===== config.mk =====
export PLATFORM = sky130hd
export DESIGN_NAME = pwtsr_top
export DESIGN_NICKNAME = d
export VERILOG_FILES = /design/src/include/pwtsr_pkg.sv /design/src/core/pwtsr_top.sv
export VERILOG_INCLUDE_DIRS = /design/src /design/src/include
export SDC_FILE = /design/constraint.sdc
export NUM_CORES = 2
export LEC_CHECK = 0
export BUFFER_PORTS_ARGS = -buffer_cell sky130_fd_sc_hd__clkbuf_2
export CORE_ASPECT_RATIO = 0.8
export CORE_MARGIN = 3
export CORE_UTILIZATION = 60
export DETAILED_ROUTE_END_ITERATION = 7
export GPL_TIMING_DRIVEN = 0
export MAX_ROUTING_LAYER = met4
export PLACE_DENSITY = 0.79
export RECOVER_POWER = 25
export SYNTH_ARGS = -nofsm -noshare
export SYNTH_HDL_FRONTEND = slang
export SYNTH_SLANG_ARGS = --single-unit
export TNS_END_PERCENT = 50

===== constraint.sdc =====
create_clock -name clk -period 6.5 [get_ports clk]
set_clock_uncertainty 0.2 [all_clocks]
set_input_delay 0.65 -clock clk [delete_from_list [all_inputs] [get_ports clk]]
set_output_delay 0.65 -clock clk [all_outputs]
set_load 0.02 [all_outputs]

===== src/include/pwtsr_consts.svh =====
// constants of the pulse-width trigger and segment replay block
// assumes a 125 MHz sample clock and the parameter port of pwtsr_top
//
// Behaviour
// [RL1] mode 4000001h: trigger only on high pulses longer than the width threshold
// [RL2] mode 2000001h: trigger only on high pulses shorter than the threshold
// [RL3] mode 4000002h: trigger only on low pulses longer than the threshold
// [RL4] mode 2000002h: trigger only on low pulses shorter than the threshold
// [RL5] width threshold is read/write in samples, valid range 2 to 65535
// [RL6] first matching pulse triggers; none more until replay ends and block re-arms
// [RL7] read-only parameter reports the largest supported width threshold
// [RL8] software selects mode, sets threshold and enables external input in or-mask
// [RL9] multi replay splits memory into equal segments, one segment per trigger
// [RL10] successive segments need no software restart
// [RL11] after a segment, hardware re-arms after a short fixed delay
// [RL12] segment length register gives samples output per trigger
// [RL13] multi replay accepts every trigger source except the software trigger
// [RL14] loops 0 runs forever, 1 plays memory once, N plays N segments then stops; in fifo multi the code plays one segment for loops 1
// [RL15] software sets total memory size to a multiple of segment size
// [RL16] width counted while input at level; equal to threshold matches no mode
// [RL17] external input synchronised before edge detection or width measurement
`ifndef PWTSR_CONSTS_SVH
`define PWTSR_CONSTS_SVH
`define PWT_OFS_CARDMODE 16'h251c
`define PWT_OFS_MEMSIZE  16'h2710
`define PWT_OFS_SEGLEN   16'h271a
`define PWT_OFS_LOOPS    16'h2724
`define PWT_OFS_ORMASK   16'h9dd0
`define PWT_OFS_MODE     16'h9e3e
`define PWT_OFS_CAP      16'haca8
`define PWT_OFS_THR      16'hacb2
`define PWT_OFS_CMD      16'h0064
`define PWT_OFS_STATUS   16'h006e
`define PWT_MODE_HI_LONG  32'h04000001
`define PWT_MODE_HI_SHORT 32'h02000001
`define PWT_MODE_LO_LONG  32'h04000002
`define PWT_MODE_LO_SHORT 32'h02000002
`define PWT_CM_STD_MULTI  32'h00000200
`define PWT_CM_FIFO_MULTI 32'h00001000
`define PWT_MASK_AUX   0
`define PWT_MASK_EXT0  1
`define PWT_CMD_START  0
`define PWT_CMD_STOP   1
`define PWT_CMD_SWTRIG 2
`define PWT_THR_MIN   16'h0002
`define PWT_THR_MAX   16'hffff
`define PWT_THR_RST   16'h0002
`define PWT_SEG_RST   64'h0000000000000400
`define PWT_MEM_RST   64'h0000000000001000
`define PWT_CLK_NS    8
`define PWT_REARM_NS  32
`define PWT_REARM_CYC ((`PWT_REARM_NS + `PWT_CLK_NS - 1) / `PWT_CLK_NS)
`endif


===== src/include/pwtsr_pkg.sv =====
// types of the pulse-width trigger and segment replay block
// assumes pwtsr_consts.svh is included by the design file
package pwtsr_pkg;
  typedef enum logic [1:0] {ST_IDLE, ST_ARMED, ST_PLAY, ST_REARM} pwtsr_state_t;
  typedef enum logic [2:0] {Q_NONE, Q_HI_LONG, Q_HI_SHORT, Q_LO_LONG, Q_LO_SHORT} pwtsr_qual_t;
endpackage


===== src/core/pwtsr_top.sv =====
// pulse-width qualified trigger driving segmented replay of sample memory
// assumes a single sample clock; trigger pins are asynchronous to it
`timescale 1ns/1ns
`include "pwtsr_consts.svh"
module pwtsr_top import pwtsr_pkg::*; (
  // clock and reset
  input  wire logic        clk,
  input  wire logic        rst,
  // parameter port
  input  wire logic [15:0] param_addr,
  input  wire logic        param_wr,
  input  wire logic        param_rd,
  input  wire logic [63:0] param_wdata,
  output logic      [63:0] param_rdata,
  output logic             param_rvalid,
  // trigger pins
  input  wire logic        ext_trig_in,
  input  wire logic        aux_trig_in,
  // replay datapath
  output logic      [63:0] rep_addr,
  output logic             rep_valid,
  output logic             rep_seg_start,
  // status
  output logic             run_active,
  output logic             trig_armed
);

  function automatic pwtsr_qual_t qual_of(input logic [31:0] m);
    case (m)
      `PWT_MODE_HI_LONG:  qual_of = Q_HI_LONG;
      `PWT_MODE_HI_SHORT: qual_of = Q_HI_SHORT;
      `PWT_MODE_LO_LONG:  qual_of = Q_LO_LONG;
      `PWT_MODE_LO_SHORT: qual_of = Q_LO_SHORT;
      default:            qual_of = Q_NONE;
    endcase
  endfunction

  logic [63:0]  seg_len_r;
  logic [63:0]  mem_size_r;
  logic [31:0]  loops_r;
  logic [31:0]  mode_r;
  logic [31:0]  ormask_r;
  logic [31:0]  cardmode_r;
  logic [15:0]  thr_r;
  logic [2:0]   ext_s_r;
  logic [2:0]   aux_s_r;
  logic [15:0]  cnt_r;
  pwtsr_state_t st_r;
  logic [63:0]  base_r;
  logic [63:0]  pos_r;
  logic [31:0]  segs_r;
  logic [2:0]   rearm_r;
  logic [63:0]  rdata_r;
  logic         rvalid_r;
  logic [63:0]  addr_r;
  logic         valid_r;
  logic         segst_r;

  logic         wr_cmd_c;
  logic         start_c;
  logic         stop_c;
  logic         sw_c;
  pwtsr_qual_t  qsel_c;
  logic         hi_pol_c;
  logic         at_lvl_c;
  logic         pend_c;
  logic         ext_hit_c;
  logic         aux_hit_c;
  logic         multi_c;
  logic         fifo_c;
  logic         trig_c;
  logic         seg_end_c;
  logic [63:0]  next_base_c;
  logic         wrap_c;
  logic         last_c;

  assign wr_cmd_c = param_wr && (param_addr == `PWT_OFS_CMD);
  assign start_c  = wr_cmd_c && param_wdata[`PWT_CMD_START];
  assign stop_c   = wr_cmd_c && param_wdata[`PWT_CMD_STOP];
  assign sw_c     = wr_cmd_c && param_wdata[`PWT_CMD_SWTRIG];

  // parameter writes; threshold below the floor is lifted to it
  always_ff @(posedge clk) begin
    if (rst) begin
      seg_len_r  <= `PWT_SEG_RST;
      mem_size_r <= `PWT_MEM_RST;
      loops_r    <= 32'h00000000;
      mode_r     <= 32'h00000000;
      ormask_r   <= 32'h00000000;
      cardmode_r <= `PWT_CM_STD_MULTI;
      thr_r      <= `PWT_THR_RST;
    end else if (param_wr) begin
      case (param_addr)
        `PWT_OFS_SEGLEN:   seg_len_r  <= param_wdata; // RL12
        `PWT_OFS_MEMSIZE:  mem_size_r <= param_wdata;
        `PWT_OFS_LOOPS:    loops_r    <= param_wdata[31:0];
        `PWT_OFS_MODE:     mode_r     <= param_wdata[31:0];
        `PWT_OFS_ORMASK:   ormask_r   <= param_wdata[31:0];
        `PWT_OFS_CARDMODE: cardmode_r <= param_wdata[31:0];
        `PWT_OFS_THR: begin
          if (param_wdata[15:0] < `PWT_THR_MIN) begin
            thr_r <= `PWT_THR_MIN; // RL5
          end else begin
            thr_r <= param_wdata[15:0]; // RL5
          end
        end
        default: ;
      endcase
    end
  end

  // reads answer one cycle later; unmapped offsets read zero
  always_ff @(posedge clk) begin
    if (rst) begin
      rdata_r  <= 64'h0000000000000000;
      rvalid_r <= 1'b0;
    end else begin
      rvalid_r <= param_rd;
      if (param_rd) begin
        case (param_addr)
          `PWT_OFS_SEGLEN:   rdata_r <= seg_len_r;
          `PWT_OFS_MEMSIZE:  rdata_r <= mem_size_r;
          `PWT_OFS_LOOPS:    rdata_r <= {32'h00000000, loops_r};
          `PWT_OFS_MODE:     rdata_r <= {32'h00000000, mode_r};
          `PWT_OFS_ORMASK:   rdata_r <= {32'h00000000, ormask_r};
          `PWT_OFS_CARDMODE: rdata_r <= {32'h00000000, cardmode_r};
          `PWT_OFS_THR:      rdata_r <= {48'h000000000000, thr_r};
          `PWT_OFS_CAP:      rdata_r <= {48'h000000000000, `PWT_THR_MAX}; // RL7
          `PWT_OFS_STATUS:   rdata_r <= {segs_r, 30'h00000000, st_r};
          default:           rdata_r <= 64'h0000000000000000;
        endcase
      end
    end
  end

  // two-stage synchronisers; the third stage serves edge detection
  always_ff @(posedge clk) begin
    if (rst) begin
      ext_s_r <= 3'h0;
      aux_s_r <= 3'h0;
    end else begin
      ext_s_r <= {ext_s_r[1:0], ext_trig_in}; // RL17
      aux_s_r <= {aux_s_r[1:0], aux_trig_in}; // RL17
    end
  end

  assign qsel_c   = qual_of(mode_r);
  assign hi_pol_c = (qsel_c == Q_HI_LONG) || (qsel_c == Q_HI_SHORT);
  assign at_lvl_c = hi_pol_c ? ext_s_r[1] : !ext_s_r[1];
  assign pend_c   = (hi_pol_c ? ext_s_r[2] : !ext_s_r[2]) && !at_lvl_c;

  // width counter saturates at 65535, so very long pulses still read as long for thresholds below 65535
  always_ff @(posedge clk) begin
    if (rst) begin
      cnt_r <= 16'h0000;
    end else if (!at_lvl_c) begin
      cnt_r <= 16'h0000;
    end else if (cnt_r != `PWT_THR_MAX) begin
      cnt_r <= cnt_r + 16'h0001; // RL16
    end
  end

  always_comb begin
    ext_hit_c = 1'b0;
    if (pend_c) begin
      case (qsel_c)
        Q_HI_LONG:  ext_hit_c = cnt_r > thr_r; // RL1
        Q_HI_SHORT: ext_hit_c = cnt_r < thr_r; // RL2
        Q_LO_LONG:  ext_hit_c = cnt_r > thr_r; // RL3
        Q_LO_SHORT: ext_hit_c = cnt_r < thr_r; // RL4
        default:    ext_hit_c = 1'b0;
      endcase
    end
  end

  assign aux_hit_c = aux_s_r[1] && !aux_s_r[2];
  assign fifo_c    = cardmode_r == `PWT_CM_FIFO_MULTI;
  assign multi_c   = fifo_c || (cardmode_r == `PWT_CM_STD_MULTI);
  assign trig_c    = (ormask_r[`PWT_MASK_EXT0] && ext_hit_c)
                  || (ormask_r[`PWT_MASK_AUX] && aux_hit_c)
                  || (sw_c && !multi_c); // RL13

  assign seg_end_c   = (pos_r + 64'h1) >= seg_len_r;
  assign next_base_c = base_r + seg_len_r;
  assign wrap_c      = next_base_c >= mem_size_r;
  // a single loop in stored mode means one pass over all of memory
  assign last_c = (loops_r != 32'h00000000) &&
                  ((!fifo_c && loops_r == 32'h00000001) ? wrap_c
                                                        : (segs_r + 32'h1) == loops_r); // RL14

  always_ff @(posedge clk) begin
    if (rst) begin
      st_r    <= ST_IDLE;
      base_r  <= 64'h0000000000000000;
      pos_r   <= 64'h0000000000000000;
      segs_r  <= 32'h00000000;
      rearm_r <= 3'h0;
    end else if (stop_c) begin
      st_r <= ST_IDLE;
    end else begin
      case (st_r)
        ST_IDLE: begin
          if (start_c) begin
            st_r   <= ST_ARMED;
            base_r <= 64'h0000000000000000;
            segs_r <= 32'h00000000;
          end
        end
        ST_ARMED: begin
          if (trig_c) begin
            st_r  <= ST_PLAY; // RL6
            pos_r <= 64'h0000000000000000;
          end
        end
        ST_PLAY: begin
          pos_r <= pos_r + 64'h1;
          if (seg_end_c) begin
            segs_r  <= segs_r + 32'h1;
            base_r  <= wrap_c ? 64'h0000000000000000 : next_base_c; // RL9
            rearm_r <= 3'(`PWT_REARM_CYC - 1);
            st_r    <= last_c ? ST_IDLE : ST_REARM; // RL10
          end
        end
        ST_REARM: begin
          if (rearm_r == 3'h0) begin
            st_r <= ST_ARMED; // RL11
          end else begin
            rearm_r <= rearm_r - 3'h1;
          end
        end
        default: st_r <= ST_IDLE;
      endcase
    end
  end

  always_ff @(posedge clk) begin
    if (rst) begin
      addr_r  <= 64'h0000000000000000;
      valid_r <= 1'b0;
      segst_r <= 1'b0;
    end else begin
      valid_r <= (st_r == ST_PLAY) && !stop_c; // RL9
      segst_r <= (st_r == ST_PLAY) && !stop_c && (pos_r == 64'h0);
      addr_r  <= base_r + pos_r;
    end
  end

  assign param_rdata   = rdata_r;
  assign param_rvalid  = rvalid_r;
  assign rep_addr      = addr_r;
  assign rep_valid     = valid_r;
  assign rep_seg_start = segst_r;

  logic run_r;
  logic arm_r;
  always_ff @(posedge clk) begin
    if (rst) begin
      run_r <= 1'b0;
      arm_r <= 1'b0;
    end else begin
      run_r <= (st_r != ST_IDLE) && !stop_c;
      arm_r <= (st_r == ST_ARMED) && !stop_c && !trig_c;
    end
  end
  assign run_active = run_r;
  assign trig_armed = arm_r;

  // checking helpers
  logic [63:0] vcnt_r;
  logic        cut_r;
  always_ff @(posedge clk) begin
    if (rst) begin
      vcnt_r <= 64'h0;
      cut_r  <= 1'b0;
    end else begin
      vcnt_r <= valid_r ? vcnt_r + 64'h1 : 64'h0;
      cut_r  <= stop_c ? 1'b1 : ((st_r == ST_ARMED) ? 1'b0 : cut_r);
    end
  end
endmodule


== Word level (Yosys, flattened, before mapping) ==
Index checks and enable logic that the tools add are counted.

* $add $sub $neg: 6
* Multiply operators: 0
* Divide/modulo/power cells: 0
* Magnitude comparators: 5
* Eq/ne operators: 31
* Shifts and indexed selects: 0
* Multiplexer cells: 26
* Bitwise operators: 2
* Reduce and logical (&&, ||, !) cells: 51

{| class="wikitable"
|+ Operators by type and width
! operator !! number
|-
| $pmux 64 s9 || 1
|-
| $mux 64 || 4
|-
| $pmux 64 s2 || 2
|-
| $add 64x64->64 || 2
|-
| $ge 64x64->1 || 2
|-
| $add 64x1->64 const B || 1
|-
| $eq 16x14->1 const B || 4
|-
| $eq 16x16->1 const B || 4
|-
| $eq 32x26->1 const B || 2
|-
| $eq 32x27->1 const B || 2
|-
| $logic_not 64->1 || 1
|-
| $mux 32 || 2
|-
| $pmux 32 s2 || 1
|-
| $add 32x1->32 const B || 1
|-
| $eq 16x7->1 const B || 2
|-
| $eq 32x1->1 const B || 1
|-
| $eq 32x10->1 const B || 1
|-
| $eq 32x13->1 const B || 1
|-
| $eq 32x32->1 || 1
|-
| $reduce_bool 32->1 || 1
|-
| $add 16x1->16 const B || 1
|-
| $gt 16x16->1 || 1
|-
| $logic_and 1x1->1 || 16
|-
| $lt 16x16->1 || 1
|-
| other kinds (27) || 66
|}

* Bits in registers: 592
* Latch bits: 0
* Memory bits (writable): 0
* Memory bits (read-only): 0
* Output and inout port bits: 133
* Memories kept: 0

== Longest topological paths before layout ==
* Depth after elaboration: 13
* Mapped depth: 24

== Worst setup path before layout ==
Ideal clock, no wire load.

* Path type: register to register
* Start point: register seg_len_r[9]
* End point: register base_r[10]
* Arrival time: 4.789 ns
* Required time: 6.172 ns
* Path slack: 1.383 ns
* Cell stages (with the launch flop): 21
* Cells stage by stage: dfxtp_1 > ha_1 > a21o_2 > a221o_1 > a211o_1 > nor3_2 > a2bb2oi_2 > o221ai_2 > o31a_2 > a21boi_0 > xnor2_1 > ha_1 > and4_1 > nand3_1 > or2_2 > or4_1 > o31ai_1 > nor3_2 > clkbuf_1 > a22oi_1 > nor2_1

* Word-level cells in the longest chain between the ends: 5

{| class="wikitable"
|+ Ends and longest elaborated chain
! element !! line !! RTL
|-
| start: declaration || pwtsr_top.sv:38 || <nowiki>logic [63:0] seg_len_r;</nowiki>
|-
| start signal: assignment || pwtsr_top.sv:85 || <nowiki>seg_len_r <= `PWT_SEG_RST;</nowiki>
|-
| start signal: assignment || pwtsr_top.sv:94 || <nowiki>`PWT_OFS_SEGLEN: seg_len_r <= param_wdata;</nowiki>
|-
| $add 64x64->64 || pwtsr_top.sv:184 || <nowiki>assign next_base_c = base_r + seg_len_r;</nowiki>
|-
| $ge 64x64->1 || pwtsr_top.sv:185 || <nowiki>assign wrap_c = next_base_c >= mem_size_r;</nowiki>
|-
| $mux 64 || pwtsr_top.sv:219 || <nowiki>base_r <= wrap_c ? 64'h0000000000000000 : next_base_c;</nowiki>
|-
| $mux 64 || pwtsr_top.sv:217 || <nowiki>if (seg_end_c) begin</nowiki>
|-
| $pmux 64 s2 || pwtsr_top.sv:201 || <nowiki>case (st_r)</nowiki>
|-
| end signal: assignment || pwtsr_top.sv:219 ||
|-
| end: declaration || pwtsr_top.sv:49 || <nowiki>logic [63:0] base_r;</nowiki>
|}

Several ways; a longest one is shown, not always the timed one. The select of a mux whose other input is x is not followed.
A chain may end at the register's enable or synchronous reset.

== Worst setup path after layout ==
* Start point: register base_r[9]
* End point: register base_r[14]

* Word-level cells in the longest chain between the ends: 5

{| class="wikitable"
|+ Ends and longest elaborated chain
! element !! line
|-
| $add 64x64->64 (*) || pwtsr_top.sv:184
|-
| $ge 64x64->1 || pwtsr_top.sv:185
|-
| $mux 64 (*) || pwtsr_top.sv:219
|-
| $mux 64 (*) || pwtsr_top.sv:217
|-
| $pmux 64 s2 (*) || pwtsr_top.sv:201
|}

Mark *: on every way between the ends. The rest lies on a longest branch, timed or not. The select of a mux whose other input is x is not followed.

==> run metrics <==
count of pins over their slew limit 20; die area 0.0635 mm²; area taken by multi-input logic gates 0.0226 mm²; violated checks DRC, capacitance limit, slew limit; H-Tree Depth 2; DRT Pass-1 Iters 8; TNS Setup 0 ns; post-route cell area 0.0404 mm²; P_leak 15.2 nW; async set-or-reset flop fraction in the synthesized netlist 0%; mean post-synth cell area 7.57 µm²; Slew @ Worst Pin 1.75 ns; RSZ-0062 raised after global routing true; PortBufs 201; Post-synth EDFFs 0; Hold/Removal Path Class in -> reg; layout cells sized above 1 4.99%; post-layout util 67.5%; GRT Util Overall 44.8%; final WL 145000 µm; Slew headroom -17.6%; Startpoint Class flip-flop; gpl congestion 1.10; Worst EP required 6.83 ns; final period utilization 97.9%; syn_nets 5165; Worst-Skew Late Latency 0.70 ns; Fin. Hold Viols 0; Initial Utilization 60.8%; CTS Sinks 592; Die Ht 226 µm; peak supply drop 0.000222 V; crit path DAT 6.70 ns; via count 38800; FMAX 157 MHz; clock slew at reported path FFs 0.06 ns; Mapped Area 0.0363 mm²; Worst R2R Start base_r[9]; first-pass GRT wire length 211000 µm; largest net degree at the start of global routing 19; maxcap violations 2; HP Start aux_trig_in; Worst Path Max Fanout 10; per-cell routed wire length 24.5 µm; Layout fillers 5359; Bufs on Longest Clock Path 3; Reg area 0.0119 mm²; sequential fraction of the synthesis area 32.6%; placed cells 5779; Yosys reg bits 592; Yosys cell types 99; vias in the first global route 34200; Die W 281 µm; synth warn 0; Top Ports 219; outcome complete, but fails checks; Critical Path Start base_r[9]; TritonCTS Buffers 60; Residual DRC 2; core box area 0.0598 mm²; Period minus WS final 6.37 ns; CTS root buffer clkbuf_16; Setup CP Type reg -> reg; DR vias/cell 6.58; final setup vio count 0; Synth Instances 4797; Main synth FF type dfxtp_1; pwr/cell area 189 mW/mm²; fin nets 5434; starting DRC count in detailed routing 6102; DRT antenna net count 0; number of diodes 0; GRT overflow 0; area delta synth->final 11.1%; crit end category flip-flop; final cell count without fillers 5890; row count 80; total power draw 0.00761 W; Placed Area 0.0383 mm²; initial antenna violation count 0; CTS tree yes; Post-DP HPWL 113000 µm
[layout make-up]
type,count,area share [%]
sequential,592,29.4
tap,779,2.41
clock buffer,87,4.22
clock inverter,20,0.809
multi-input combinational,3691,56.1
timing repair buffer,209,2.24
inverter,212,1.97
buffer,300,2.93
[per-stage QoR]
stage / hold WS, ns / setup slack (ns)
3_5_place_dp: 0.235 / -0.923
5_1_grt: 0.0282 / -0.0274
6_report: 0.00713 / 0.135
2_1_floorplan: 0.214 / 1.38
4_1_cts: 0.00634 / 0.0228
3_3_place_gp: 0.215 / -0.771
[registers in the layout (all words and copies together) (netlist names), 2 cells and up]
signal	cells
base_r	64
mem_size_r	64
param_rdata	64
pos_r	64
rep_addr	64
seg_len_r	64
cardmode_r	32
loops_r	32
mode_r	32
ormask_r	32
segs_r	32
cnt_r	16
thr_r	16
aux_s_r	3
ext_s_r	3
rearm_r	3
st_r	2
[logic make-up (layout without fill, tap and decap cells)]
kind of cell | after synthesis | count (layout) | synth area share (%)
simple gates | 1743 | 1743 | 22.0
buf+inv | 514 | 828 | 5.45
compound gates | 1430 | 1430 | 24.4
fa+ha+maj | 282 | 282 | 9.76
flops | 592 | 592 | 32.6
mux | 8 | 8 | 0.224
xor+xnor | 228 | 228 | 5.54
[placed cells by master, fill, tap and decap left out, types with 14 or more instances in the layout]
cell type / Yosys / final
nor4_1: 52 / 48
a211oi_1: 27 / 26
o21a_1: 23 / 23
nand2_1: 794 / 794
clkbuf_1: 272 / 416
dfxtp_1: 592 / 592
clkbuf_16: 0 / 60
xnor2_1: 146 / 146
nor3_1: 50 / 47
and4_1: 18 / 18
ha_1: 280 / 280
nand3_1: 108 / 106
or3_1: 57 / 57
or2_2: 14 / 14
a22o_1: 24 / 24
nand2b_1: 17 / 17
and2_1: 33 / 30
nor2_1: 366 / 363
xor2_1: 81 / 81
inv_1: 211 / 211
and3_1: 48 / 48
a21oi_1: 671 / 669
clkbuf_2: 5 / 77
o21bai_1: 30 / 30
a22oi_1: 154 / 154
o211ai_1: 18 / 18
a21o_1: 102 / 102
or4_1: 15 / 15
o21ai_0: 162 / 159
a31oi_1: 65 / 65
nor2b_1: 28 / 28
nand4_1: 93 / 93
a221oi_1: 20 / 20
nand3b_1: 20 / 20
[power breakdown]
group | internal, W | switching, W | total [W] | leakage, nW
Sequential | 0.00363 | 0.00000680 | 0.00364 | 4.77
Combinational | 0.0000483 | 0.000222 | 0.000270 | 9.43
Clock | 0.00206 | 0.00164 | 0.00371 | 0.981
Total | 0.00574 | 0.00187 | 0.00761 | 15.2
[final timing paths]
path,end,slack (ns),cells after the start
setup / recovery,base_r[14],0.13,21
hold / removal,aux_s_r[0],0.007,2
setup reg to reg,base_r[14],0.13,21
hold reg to reg,ext_s_r[1],0.23,1
[critical path, cell delays in order, from the launching register on]
cell       delay [ns]
dfxtp_1          0.48
ha_1             0.37
a21o_2           0.26
a221o_1          0.40
a211o_1          0.34
nor3_2           0.31
a2bb2oi_4        0.30
o221ai_2         0.19
o31a_2           0.34
a21boi_0         0.22
xnor2_1          0.15
ha_1             0.33
and4_1           0.18
nand3_1          0.10
or2_2            0.29
or4_1            0.55
o31ai_2          0.36
nor3_4           0.06
buf_4            0.19
clkbuf_2         0.22
a22oi_1          0.31
nor2_1           0.07
[synthesized netlist by cell type (8+ instances only)]
cell / n / area [µm²]
o21ai_0: 162 / 811
and4_1: 18 / 158
nand2b_1: 17 / 106
a21boi_0: 10 / 75.1
a31oi_1: 65 / 407
nand4_1: 93 / 582
a22o_1: 24 / 210
o31ai_1: 14 / 105
a22oi_1: 154 / 1160
nand3_1: 108 / 541
nand2_1: 794 / 2980
or3_1: 57 / 357
o21bai_1: 30 / 225
dfxtp_1: 592 / 11900
and2_1: 33 / 206
inv_1: 211 / 792
nor3_1: 50 / 250
or2_2: 14 / 87.6
nor3b_1: 8 / 60.1
or4_1: 15 / 113
a221oi_1: 20 / 175
o211ai_1: 18 / 135
o21a_1: 23 / 173
clkbuf_1: 272 / 1020
nand3b_1: 20 / 150
nor2_1: 366 / 1370
xnor2_1: 146 / 1280
buf_1: 13 / 48.8
xor2_1: 81 / 709
a2111oi_0: 8 / 70.1
a21oi_1: 671 / 3360
a21o_1: 102 / 766
a211oi_1: 27 / 203
nor2b_1: 28 / 175
ha_1: 280 / 3500
nor4_1: 52 / 325
and3_1: 48 / 300
[per-layer routing]
| metal | vias to the layer above | wire (µm) | GRT usage [%] |
|---|---|---|---|
| li1 | 17600 | - | - |
| met1 | 18200 | 59400 | 62.4 |
| met2 | 2628 | 57400 | 60.8 |
| met3 | 377 | 21900 | 13.7 |
| met4 | 0 | 5970 | 15.8 |
| met5 | - | 0 | - |
[timing repair]
action	in CTS	in global routing
endpoints found under the hold margin	1	0
setup buffers	4	1
gates cloned	0	0
endpoints found under the setup margin	96	97
pin swaps	1	1
resized for setup	11	24
hold buffers	1	0
Note: power is estimated with default switching activity, not from simulation.
